===== src/acg_pkg.sv =====
// Constants, field layout and types for the acquire clock generator.
// Assumes one 40 MHz bus clock, one AHB-Lite master and static panel settings.
package acg_pkg;
	// Reference rate is made by a fractional step on the bus clock
	localparam int HCLK_KHZ = 40000;
	localparam int REF_KHZ = 20480;
	localparam int RATIO_GCD = 320;
	localparam logic [6:0] REF_STEP = 7'(REF_KHZ / RATIO_GCD);
	localparam logic [6:0] REF_MOD = 7'(HCLK_KHZ / RATIO_GCD);
	localparam logic [6:0] REF_ACC_RST = 7'h00;
	localparam logic [3:0] DEC_LAST = 4'h9;
	localparam logic [3:0] FIFTH_A = 4'h4;
	localparam logic [3:0] FIFTH_B = 4'h9;
	localparam logic [1:0] QUARTER_LAST = 2'h3;
	localparam logic [6:0] HUNDRED_LAST = 7'h63;
	// Sweep index 0 is 5 s/div, each step one 1-2-5 setting faster
	localparam logic [4:0] SWEEP_RST = 5'h00;
	localparam logic [4:0] X1_LAST = 5'h11;
	localparam logic [4:0] X10_LAST = 5'h0F;
	localparam logic [4:0] INTENS_LAST = 5'h10;
	localparam logic [4:0] MAGNIFY_STEP = 5'h03;
	localparam logic [4:0] STEP_DIV = 5'h03;
	localparam logic [4:0] REF_DIRECT = 5'h12;
	localparam logic [2:0] DEC_TOP = 3'h5;
	localparam logic [15:0] CNT_RST = 16'h0000;
	// Register map
	localparam logic [31:0] CTRL_OFS = 32'h0000_0000;
	localparam logic [31:0] STATUS_OFS = 32'h0000_0004;
	localparam logic [31:0] COUNT_OFS = 32'h0000_0008;
	localparam int CTRL_SWEEP_LSB = 0;
	localparam int CTRL_MAGNIFIER_BIT = 8;
	localparam int CTRL_MODE_LSB = 9;
	localparam int CTRL_COMP_BIT = 12;
	localparam int ST_OSC = 0;
	localparam int ST_X1N = 1;
	localparam int ST_X10N = 2;
	localparam int ST_DLY_LSB = 3;
	localparam int ST_INT = 5;
	localparam int ST_STOP = 6;
	localparam int ST_EXT = 7;
	localparam int ST_PRE_LSB = 8;
	localparam logic [2:0] HSIZE_WORD = 3'h2;
	typedef enum logic [1:0] {
		RNG_20M48 = 2'h0,
		RNG_10M24 = 2'h1,
		RNG_5M12 = 2'h2,
		RNG_2M048 = 2'h3
	} acg_range_type;
	// Raw mode lines {high, low}, each low while its button is pressed
	typedef enum logic [1:0] {
		MODE_NONE = 2'h0,
		MODE_INT = 2'h1,
		MODE_EXT = 2'h2,
		MODE_DIV1K = 2'h3
	} acg_mode_type;
	localparam logic [1:0] MODE_RST = 2'h1;
	// Delay mode line: 0 V, +5.0 V, +3.6 V
	typedef enum logic [1:0] {
		DLY_INDEP = 2'h0,
		DLY_START = 2'h1,
		DLY_TRIG = 2'h2
	} acg_delay_type;
endpackage


===== src/acg_top.sv =====
// Acquire clock generator: prescaler, range mux, decade divider, output select,
// intensify gating and delay-mode encoding, with AHB-Lite registers.
// Assumes hclk at 40 MHz; pins ext_clock_in, display_b_in, delay_gate_in are asynchronous.
module acg_top
	import acg_pkg::*;
(
	input wire logic hclk,
	input wire logic hresetn,
	input wire logic hsel,
	input wire logic [31:0] haddr,
	input wire logic [1:0] htrans,
	input wire logic hwrite,
	input wire logic [2:0] hsize,
	input wire logic [31:0] hwdata,
	input wire logic hready,
	output logic [31:0] hrdata,
	output logic hreadyout,
	output logic hresp,
	input wire logic ext_clock_in,
	input wire logic display_b_in,
	input wire logic delay_gate_in,
	output logic acquire_clock,
	output logic osc_enable,
	output logic x1_strobe_n,
	output logic x10_strobe_n,
	output logic intensify,
	output logic acquire_stop_gate,
	output logic [1:0] delay_mode
);

	function automatic logic [3:0] dec_next(input logic [3:0] v);
		dec_next = (v == DEC_LAST) ? 4'h0 : v + 4'h1;
	endfunction
	logic [4:0] sweep_reg;
	logic magnifier_setting_reg;
	logic [1:0] mode_sw_reg;
	logic comp_b_reg;
	logic wr_pend_reg;
	logic [31:0] wr_addr_reg;
	logic [31:0] hrdata_reg;
	logic [31:0] rd_word;
	logic addr_ok;
	// Bus: zero wait states, always OKAY
	assign hreadyout = 1'b1;
	assign hresp = 1'b0;
	assign hrdata = hrdata_reg;
	assign addr_ok = hsel & htrans[1] & hready;
	always_ff @(posedge hclk or negedge hresetn) begin
		if (!hresetn) begin
			wr_pend_reg <= 1'b0;
			wr_addr_reg <= CTRL_OFS;
		end else begin
			// Only whole-word writes are stored; narrower ones are ignored
			wr_pend_reg <= addr_ok & hwrite & (hsize == HSIZE_WORD);
			wr_addr_reg <= haddr;
		end
	end

	always_ff @(posedge hclk or negedge hresetn) begin
		if (!hresetn) begin
			sweep_reg <= SWEEP_RST;
			magnifier_setting_reg <= 1'b0;
			mode_sw_reg <= MODE_RST;
			comp_b_reg <= 1'b0;
		end else if (wr_pend_reg && wr_addr_reg == CTRL_OFS) begin
			sweep_reg <= hwdata[CTRL_SWEEP_LSB +: 5];
			magnifier_setting_reg <= hwdata[CTRL_MAGNIFIER_BIT];
			mode_sw_reg <= hwdata[CTRL_MODE_LSB +: 2];
			comp_b_reg <= hwdata[CTRL_COMP_BIT];
		end
	end
	// Oscillator reference made as a tick stream on hclk
	logic osc_en_c;
	logic ref_tick;
	logic [7:0] ref_sum;
	logic [7:0] ref_wrap;
	logic [6:0] ref_acc_reg;
	// Stops when the sweep is too fast or the external line is pressed
	assign osc_en_c = (sweep_reg <= X1_LAST) & mode_sw_reg[0];
	assign ref_sum = {1'b0, ref_acc_reg} + {1'b0, REF_STEP};
	assign ref_wrap = ref_sum - {1'b0, REF_MOD};
	assign ref_tick = osc_en_c & (ref_sum >= {1'b0, REF_MOD});
	always_ff @(posedge hclk or negedge hresetn) begin
		if (!hresetn) begin
			ref_acc_reg <= REF_ACC_RST;
		end else if (!osc_en_c) begin
			ref_acc_reg <= REF_ACC_RST;
		end else begin
			ref_acc_reg <= ref_tick ? ref_wrap[6:0] : ref_sum[6:0];
		end
	end
	// Prescaler: every stage is an enable on the one clock, no derived clocks
	logic half_reg;
	logic [3:0] ten_reg;
	logic [1:0] quad_reg;
	logic [4:0] pre_lvl_reg;
	logic p10_tick;
	logic p5_tick;
	logic p2048_tick;
	logic p1024_tick;
	logic p512_tick;
	assign p10_tick = ref_tick & half_reg;
	assign p5_tick = p10_tick & ten_reg[0];
	assign p2048_tick = p10_tick & (ten_reg == FIFTH_A | ten_reg == FIFTH_B);
	assign p1024_tick = p2048_tick & quad_reg[0];
	assign p512_tick = p2048_tick & (quad_reg == QUARTER_LAST);
	always_ff @(posedge hclk or negedge hresetn) begin
		if (!hresetn) begin
			half_reg <= 1'b0;
			ten_reg <= 4'h0;
			quad_reg <= 2'h0;
		end else begin
			if (ref_tick) begin
				half_reg <= ~half_reg;
			end
			if (p10_tick) begin
				ten_reg <= dec_next(ten_reg);
			end
			if (p2048_tick) begin
				quad_reg <= quad_reg + 2'h1;
			end
		end
	end
	// Square-wave levels of each stage, visible in the status word
	always_ff @(posedge hclk or negedge hresetn) begin
		if (!hresetn) begin
			pre_lvl_reg <= 5'h00;
		end else begin
			pre_lvl_reg <= pre_lvl_reg ^ {p512_tick, p1024_tick, p2048_tick, p5_tick, p10_tick};
		end
	end
	// Sweep decode: magnifier moves the rate up by one decade
	logic [4:0] eff_idx;
	logic [4:0] eff_quot;
	logic [4:0] eff_rem;
	logic [2:0] dec_code;
	logic x1_en;
	logic x10_en;
	acg_range_type range_sel;
	logic range_tick;
	assign x1_en = ~magnifier_setting_reg & (sweep_reg <= X1_LAST);
	assign x10_en = magnifier_setting_reg & (sweep_reg <= X10_LAST);
	assign eff_idx = sweep_reg + (magnifier_setting_reg ? MAGNIFY_STEP : 5'h00);
	assign eff_quot = eff_idx / STEP_DIV;
	assign eff_rem = eff_idx % STEP_DIV;
	// 5-2-1 pattern maps to 2.048, 5.12, 10.24 MHz taps
	always_comb begin
		if (eff_idx == REF_DIRECT) begin
			range_sel = RNG_20M48;
			dec_code = 3'h0;
		end else begin
			unique case (eff_rem[1:0])
				2'h0: range_sel = RNG_2M048;
				2'h1: range_sel = RNG_5M12;
				default: range_sel = RNG_10M24;
			endcase
			dec_code = DEC_TOP - eff_quot[2:0];
		end
	end

	// Range multiplexer, gated by whichever strobe is active
	always_comb begin
		unique case (range_sel)
			RNG_20M48: range_tick = ref_tick;
			RNG_10M24: range_tick = p10_tick;
			RNG_5M12: range_tick = p5_tick;
			RNG_2M048: range_tick = p2048_tick;
		endcase
		range_tick = range_tick & (x1_en | x10_en);
	end

	// Decade divider chain; taps 0..5 are divide by 1 to 100k
	logic [3:0] dec_reg [5];
	logic [7:0] dec_tick;
	logic int_tick;
	logic [6:0] hund_reg;
	logic k_tick;
	always_comb begin
		dec_tick = 8'h00;
		dec_tick[0] = range_tick;
		for (int k = 0; k < 5; k++) begin
			dec_tick[k + 1] = dec_tick[k] & (dec_reg[k] == DEC_LAST);
		end
	end

	always_ff @(posedge hclk or negedge hresetn) begin
		if (!hresetn) begin
			for (int k = 0; k < 5; k++) begin
				dec_reg[k] <= 4'h0;
			end
		end else begin
			for (int k = 0; k < 5; k++) begin
				if (dec_tick[k]) begin
					dec_reg[k] <= dec_next(dec_reg[k]);
				end
			end
		end
	end

	assign int_tick = dec_tick[dec_code];
	// Thousandth clock counts the divide-by-ten tap, not the selected tap
	always_ff @(posedge hclk or negedge hresetn) begin
		if (!hresetn) begin
			hund_reg <= 7'h00;
		end else if (dec_tick[1]) begin
			hund_reg <= (hund_reg == HUNDRED_LAST) ? 7'h00 : hund_reg + 7'h01;
		end
	end

	assign k_tick = dec_tick[1] & (hund_reg == HUNDRED_LAST);
	// Pin synchronisers: {delay gate, display B, external clock}
	logic [2:0] pin_s1_reg;
	logic [2:0] pin_s2_reg;
	logic [2:0] pin_s3_reg;
	logic [2:0] pin_lvl_reg;
	logic ext_tick;
	logic disp_b;
	always_ff @(posedge hclk or negedge hresetn) begin
		if (!hresetn) begin
			pin_s1_reg <= 3'h0;
			pin_s2_reg <= 3'h0;
			pin_s3_reg <= 3'h0;
			pin_lvl_reg <= 3'h0;
		end else begin
			pin_s1_reg <= {delay_gate_in, display_b_in, ext_clock_in};
			pin_s2_reg <= pin_s1_reg;
			pin_s3_reg <= pin_s2_reg;
			for (int k = 0; k < 3; k++) begin
				if (pin_s2_reg[k] == pin_s3_reg[k]) begin
					pin_lvl_reg[k] <= pin_s2_reg[k];
				end
			end
		end
	end

	// Inverted copy rises when the agreed input falls
	assign ext_tick = (pin_s2_reg[0] == pin_s3_reg[0]) & ~pin_s2_reg[0] & pin_lvl_reg[0];
	assign disp_b = pin_lvl_reg[1];

	// Output selector and delay-mode encoding
	acg_mode_type mode;
	acg_delay_type dly_c;
	logic sel_tick;
	assign mode = acg_mode_type'(mode_sw_reg);
	always_comb begin
		unique case (mode)
			MODE_INT: begin
				sel_tick = int_tick;
				dly_c = DLY_INDEP;
			end
			MODE_DIV1K: begin
				sel_tick = k_tick;
				dly_c = DLY_START;
			end
			MODE_EXT: begin
				sel_tick = ext_tick;
				dly_c = DLY_TRIG;
			end
			MODE_NONE: begin
				// Both buttons pressed is not a panel state; stay quiet
				sel_tick = 1'b0;
				dly_c = DLY_INDEP;
			end
		endcase
	end
	logic [15:0] acq_cnt_reg;
	always_ff @(posedge hclk or negedge hresetn) begin
		if (!hresetn) begin
			acquire_clock <= 1'b0;
			osc_enable <= 1'b0;
			x1_strobe_n <= 1'b1;
			x10_strobe_n <= 1'b1;
			delay_mode <= DLY_INDEP;
		end else begin
			acquire_clock <= sel_tick;
			osc_enable <= osc_en_c;
			x1_strobe_n <= ~x1_en;
			x10_strobe_n <= ~x10_en;
			delay_mode <= dly_c;
		end
	end

	always_ff @(posedge hclk or negedge hresetn) begin
		if (!hresetn) begin
			intensify <= 1'b0;
			acquire_stop_gate <= 1'b0;
		end else begin
			intensify <= comp_b_reg & disp_b & (sweep_reg <= INTENS_LAST);
			acquire_stop_gate <= comp_b_reg & pin_lvl_reg[2];
		end
	end

	always_ff @(posedge hclk or negedge hresetn) begin
		if (!hresetn) begin
			acq_cnt_reg <= CNT_RST;
		end else if (sel_tick) begin
			acq_cnt_reg <= acq_cnt_reg + 16'h0001;
		end
	end

	// Read data is sampled in the address phase; unmapped reads give zero
	always_comb begin
		rd_word = 32'h0000_0000;
		if (haddr == CTRL_OFS) begin
			rd_word[CTRL_SWEEP_LSB +: 5] = sweep_reg;
			rd_word[CTRL_MAGNIFIER_BIT] = magnifier_setting_reg;
			rd_word[CTRL_MODE_LSB +: 2] = mode_sw_reg;
			rd_word[CTRL_COMP_BIT] = comp_b_reg;
		end else if (haddr == STATUS_OFS) begin
			rd_word[ST_OSC] = osc_enable;
			rd_word[ST_X1N] = x1_strobe_n;
			rd_word[ST_X10N] = x10_strobe_n;
			rd_word[ST_DLY_LSB +: 2] = delay_mode;
			rd_word[ST_INT] = intensify;
			rd_word[ST_STOP] = acquire_stop_gate;
			rd_word[ST_EXT] = ~pin_lvl_reg[0];
			rd_word[ST_PRE_LSB +: 5] = pre_lvl_reg;
		end else if (haddr == COUNT_OFS) begin
			rd_word[15:0] = acq_cnt_reg;
		end
	end

	always_ff @(posedge hclk or negedge hresetn) begin
		if (!hresetn) begin
			hrdata_reg <= 32'h0000_0000;
		end else if (addr_ok && !hwrite) begin
			hrdata_reg <= rd_word;
		end
	end
endmodule // acg_top


===== config.mk =====
export PLATFORM = sky130hd
export DESIGN_NAME = acg_top
export DESIGN_NICKNAME = d
export VERILOG_FILES = /design/src/acg_pkg.sv /design/src/acg_top.sv
export SDC_FILE = /design/constraint.sdc
export NUM_CORES = 1
export LEC_CHECK = 0
export ABC_CLOCK_PERIOD_IN_PS = 5320
export BUFFER_PORTS_ARGS = -buffer_cell sky130_fd_sc_hd__buf_2
export CORE_MARGIN = 3
export CORE_UTILIZATION = 25
export DETAILED_ROUTE_END_ITERATION = 7
export MAX_ROUTING_LAYER = met4
export SLEW_MARGIN = 5
export SYNTH_ARGS = -nofsm -noshare
export SYNTH_HDL_FRONTEND = slang
export SYNTH_SLANG_ARGS = --single-unit

===== constraint.sdc =====
create_clock -name hclk -period 5.32 [get_ports hclk]
set_clock_uncertainty 0.2 [all_clocks]
set_input_delay 1.064 -clock hclk [delete_from_list [all_inputs] [get_ports hclk]]
set_output_delay 1.064 -clock hclk [all_outputs]
set_load 0.01 [all_outputs]

==> impl_metrics.xml <==
<?xml version="1.0" encoding="UTF-8"?>
<metrics>
  <group name="cts">
    <metric name="htree_num_levels" unit="">4</metric>
    <metric name="count_of_hold_buffers_inserted_by_post_cts_repair" unit="">0</metric>
    <metric name="clk_pin_slew_worst_paths" unit="ns">0.06</metric>
    <metric name="clockRootBuffer" unit="">clkbuf_16</metric>
    <metric name="clock_sink_count" unit="">140</metric>
    <metric name="clk-insertion-delay-late" unit="ns">0.42</metric>
    <metric name="cts-buffers-inserted" unit="">17</metric>
    <metric name="cts.repair.resized" unit="">0</metric>
    <metric name="postCtsSetupBuffers" unit="">0</metric>
    <metric name="clock_path_buffers" unit="">2</metric>
    <metric name="tritoncts" unit="">done</metric>
  </group>
  <group name="synth">
    <metric name="synth.area.top_cells" unit="">dfrtp_1 51%, xnor2_1 3.9%, buf_4 2.4%</metric>
    <metric name="yosys-mux-area-fraction" unit="%">3.79</metric>
    <metric name="synth_edf_count" unit="">0</metric>
    <metric name="dominantRegCellSynth" unit="">dfrtp_1</metric>
    <metric name="yosys.area.top_type" unit="">dfrtp_1</metric>
    <metric name="mappedNetlistArea" unit="µm²">6740</metric>
    <metric name="synth_top_cell_area_share" unit="%">50.8</metric>
    <metric name="ys_seq_area_share" unit="%">52.0</metric>
    <metric name="asyncSetResetFlopFracSynth" unit="%">100</metric>
    <metric name="synth.avg_cell_area" unit="µm²">10.8</metric>
    <metric name="synth-compound-area-share" unit="%">12.8</metric>
    <metric name="synth_top_family_by_area" unit="">simple AND/OR/NAND/NOR gates</metric>
    <metric name="synth-seq-cells" unit="">140</metric>
    <metric name="synth_simple_gate_area_share" unit="%">17.6</metric>
    <metric name="ys_warn_count" unit="">0</metric>
    <metric name="post_synth_fa_ha_maj_area_fraction" unit="%">2.60</metric>
    <metric name="postSynthCellCount" unit="">622</metric>
    <metric name="netlist-cell-type-count" unit="">81</metric>
    <metric name="synth_xor_area_share" unit="%">5.83</metric>
  </group>
  <group name="route">
    <metric name="drt_pass1_iterations" unit="">4</metric>
    <metric name="drc" unit="">0</metric>
    <metric name="remaining_antenna_violation_count" unit="">0</metric>
    <metric name="vias" unit="">4710</metric>
    <metric name="avgRoutedWirePerCell" unit="µm">14.0</metric>
    <metric name="route.final.wire_length" unit="µm">14600</metric>
    <metric name="vias_per_cell" unit="">4.53</metric>
    <metric name="detailedRoute.firstIterationViolations" unit="">257</metric>
  </group>
  <group name="global_route">
    <metric name="grt_max_degree" unit="">81</metric>
    <metric name="met3_usage" unit="%">1.93</metric>
    <metric name="globalRoute.totalOverflow" unit="">0</metric>
    <metric name="met2_use_gr" unit="%">15.9</metric>
    <metric name="grt_antenna_before_repair" unit="">0</metric>
    <metric name="track_usage" unit="%">10.8</metric>
    <metric name="globalRouteMet1Util" unit="%">14.4</metric>
    <metric name="grt_first_pass_wirelength" unit="µm">24100</metric>
    <metric name="grt.busiest_layer" unit="">met2</metric>
    <metric name="grt_pass1_vias" unit="">4607</metric>
  </group>
  <group name="die">
    <metric name="io_pins" unit="">119</metric>
    <metric name="die_w" unit="µm">170</metric>
    <metric name="fp-row-count" unit="">59</metric>
    <metric name="die_h" unit="µm">170</metric>
    <metric name="initial_core_util" unit="%">25.7</metric>
    <metric name="design.die.area" unit="µm²">29000</metric>
    <metric name="core" unit="µm²">26300</metric>
  </group>
  <group name="place">
    <metric name="port_bufs" unit="">76</metric>
    <metric name="detailed_place_hpwl" unit="µm">10500</metric>
    <metric name="gp_congestion" unit="">0.799</metric>
  </group>
  <group name="worst_setup_path">
    <metric name="required" unit="ns">5.43</metric>
    <metric name="path_max_fanout" unit="">22</metric>
    <metric name="worst_setup_path_end_kind" unit="">register</metric>
    <metric name="setup.worst_path.class" unit="">register to register</metric>
    <metric name="cp_top_family" unit="">compound AO/OA/AOI/OAI gates</metric>
    <metric name="timing.critical_path.from_type" unit="">register</metric>
    <metric name="critical_path.max_stage_delay" unit="ns">0.57</metric>
    <metric name="crit_path_cell_trace" unit="">ha_1 &gt; inv_1 &gt; fa_1 &gt; nand3b_1 &gt; xnor2_2 &gt; o211ai_1 &gt; o21ai_0 &gt; ha_1 &gt; inv_1 &gt; a21oi_1 &gt; a311o_1 &gt; a21oi_1 &gt; o221a_2 &gt; a2bb2oi_2 &gt; and2_4 &gt; nand2b_1 &gt; mux2_2</metric>
    <metric name="crit_arrival" unit="ns">4.91</metric>
    <metric name="worst-path-buf-inv" unit="">2</metric>
    <metric name="crit_path_top_delay_cell" unit="">fa_1</metric>
  </group>
  <group name="status">
    <metric name="result_of_the_run" unit="">completed</metric>
  </group>
  <group name="finish">
    <metric name="nNetsFinal" unit="">779</metric>
    <metric name="insertedDiodeCount" unit="">0</metric>
    <metric name="flip_flop_count_of_the_largest_register_after_layout" unit="">32</metric>
    <metric name="syn_to_final_growth" unit="%">17.6</metric>
    <metric name="layout.cells.most_common" unit="">dfrtp_1</metric>
    <metric name="post_route_cells_drive_above_1_share" unit="%">20.6</metric>
    <metric name="layout_common_cells" unit="">137 x dfrtp_1, 75 x buf_2, 44 x nand2_1, 33 x nor2_1, 30 x xnor2_1</metric>
  </group>
  <group name="power">
    <metric name="finalPower" unit="µW">2290</metric>
    <metric name="vdd.ir_drop.worst" unit="µV">204</metric>
    <metric name="power.static_leakage" unit="µW">0.00362</metric>
    <metric name="power_density_of_the_placed_cells" unit="nW/µm²">288</metric>
  </group>
  <group name="sta">
    <metric name="grt_setup_unrepaired" unit="">no</metric>
    <metric name="clock_period_minus_worst_slack" unit="ns">4.80</metric>
    <metric name="timing.setup.tns" unit="ns">0</metric>
    <metric name="final_min_period_over_clock_period" unit="%">90.3</metric>
    <metric name="max-slew-margin-rel" unit="%">41.4</metric>
    <metric name="maxClockFrequency" unit="GHz">0.208</metric>
    <metric name="hold_violations" unit="">0</metric>
    <metric name="setup_viol" unit="">0</metric>
    <metric name="slew_violations" unit="">0</metric>
    <metric name="max_slew.worst_pin.slew" unit="ns">0.879</metric>
  </group>
  <group name="hold_path">
    <metric name="hold_class" unit="">register to register</metric>
  </group>
  <group name="job">
    <metric name="max_cap_viol_count" unit="">0</metric>
  </group>
</metrics>
## worst paths after layout
kind	startpoint	end	slack (ns)	depth (start not counted)
worst min-delay path	pin_s1_reg[2]	pin_s2_reg[2]	0.15	0
min in group asynchronous	hresetn	pin_s1_reg[0]	0.49	1
worst max-delay path	magnifier_setting_reg	dec_reg[17]	0.52	17
worst min register to register	pin_s1_reg[2]	pin_s2_reg[2]	0.15	0
max in group asynchronous	hresetn	wr_addr_reg[21]	3.50	2
worst max register to register	magnifier_setting_reg	dec_reg[17]	0.52	17
## power breakdown
group | total (µW) | internal (µW) | switching, µW
combinational | 69.6 | 21.9 | 47.7
clock | 1130 | 627 | 500
sequential | 1090 | 1080 | 6.08
## per-layer routing
layer / wire [µm] / share of wire, % / vias up
met4: 412 / 2.8 / 0
met3: 329 / 2.3 / 22
met5: 0 / 0 / -
met1: 7180 / 49 / 2284
li1: - / - / 2321
met2: 6680 / 46 / 83
## metrics by stage
| step | std cells | setup slack (ns) | hold slack [ns] | util (%) | area, µm² |
|---|---|---|---|---|---|
| floorplan | 638 | 1.20 | 0.131 | - | 6800 |
| global placement | 1007 | 0.600 | 0.136 | 28.0 | 7360 |
| detailed placement | 1007 | 0.547 | 0.135 | 28.0 | 7360 |
| CTS | 1039 | 0.523 | 0.149 | 30.2 | 7930 |
| global route | 1039 | 0.201 | 0.153 | 30.2 | 7930 |
| finish | 1039 | 0.518 | 0.147 | 30.2 | 7930 |
## cell usage after synthesis (3+ instances only)
library cell / instances
nor3b_1: 5
mux2i_1: 12
nor2_1: 33
ha_1: 10
maj3_1: 3
nand4_1: 5
buf_4: 22
o21ai_0: 26
nand3b_1: 8
nand2b_1: 13
o2111ai_1: 6
xor2_1: 13
o211ai_1: 6
and4_1: 5
xnor2_1: 30
clkbuf_1: 16
o31ai_1: 15
nor3_1: 12
dfstp_2: 3
a221o_1: 4
o21ai_1: 8
buf_2: 6
and2_1: 7
dfrtp_1: 137
nand3_1: 12
a21o_1: 4
inv_1: 18
a21oi_1: 18
nor2b_1: 16
a22oi_1: 4
or4_1: 3
and3_1: 13
nand2_1: 44
nand2_2: 3
mux2_2: 10
nor4_1: 15
## kinds of logic after synthesis
logic type / count (synthesis)
AO/OA/AOI/OAI: 121
XOR/XNOR: 44
adder cells (fa/ha/maj): 14
buffers and inverters: 66
flip-flops: 140
multiplexers: 24
other: 2
AND/OR/NAND/NOR: 211
## layout make-up
class | count | area [µm²]
clock inverter | 14 | 125
fill | 2721 | 18400
clock buffer | 18 | 439
inverter | 19 | 71.3
timing repair buffer | 81 | 424
tap | 335 | 419
multi-input combinational | 432 | 2940
sequential | 140 | 3510
(Power assumes the default switching activity.)
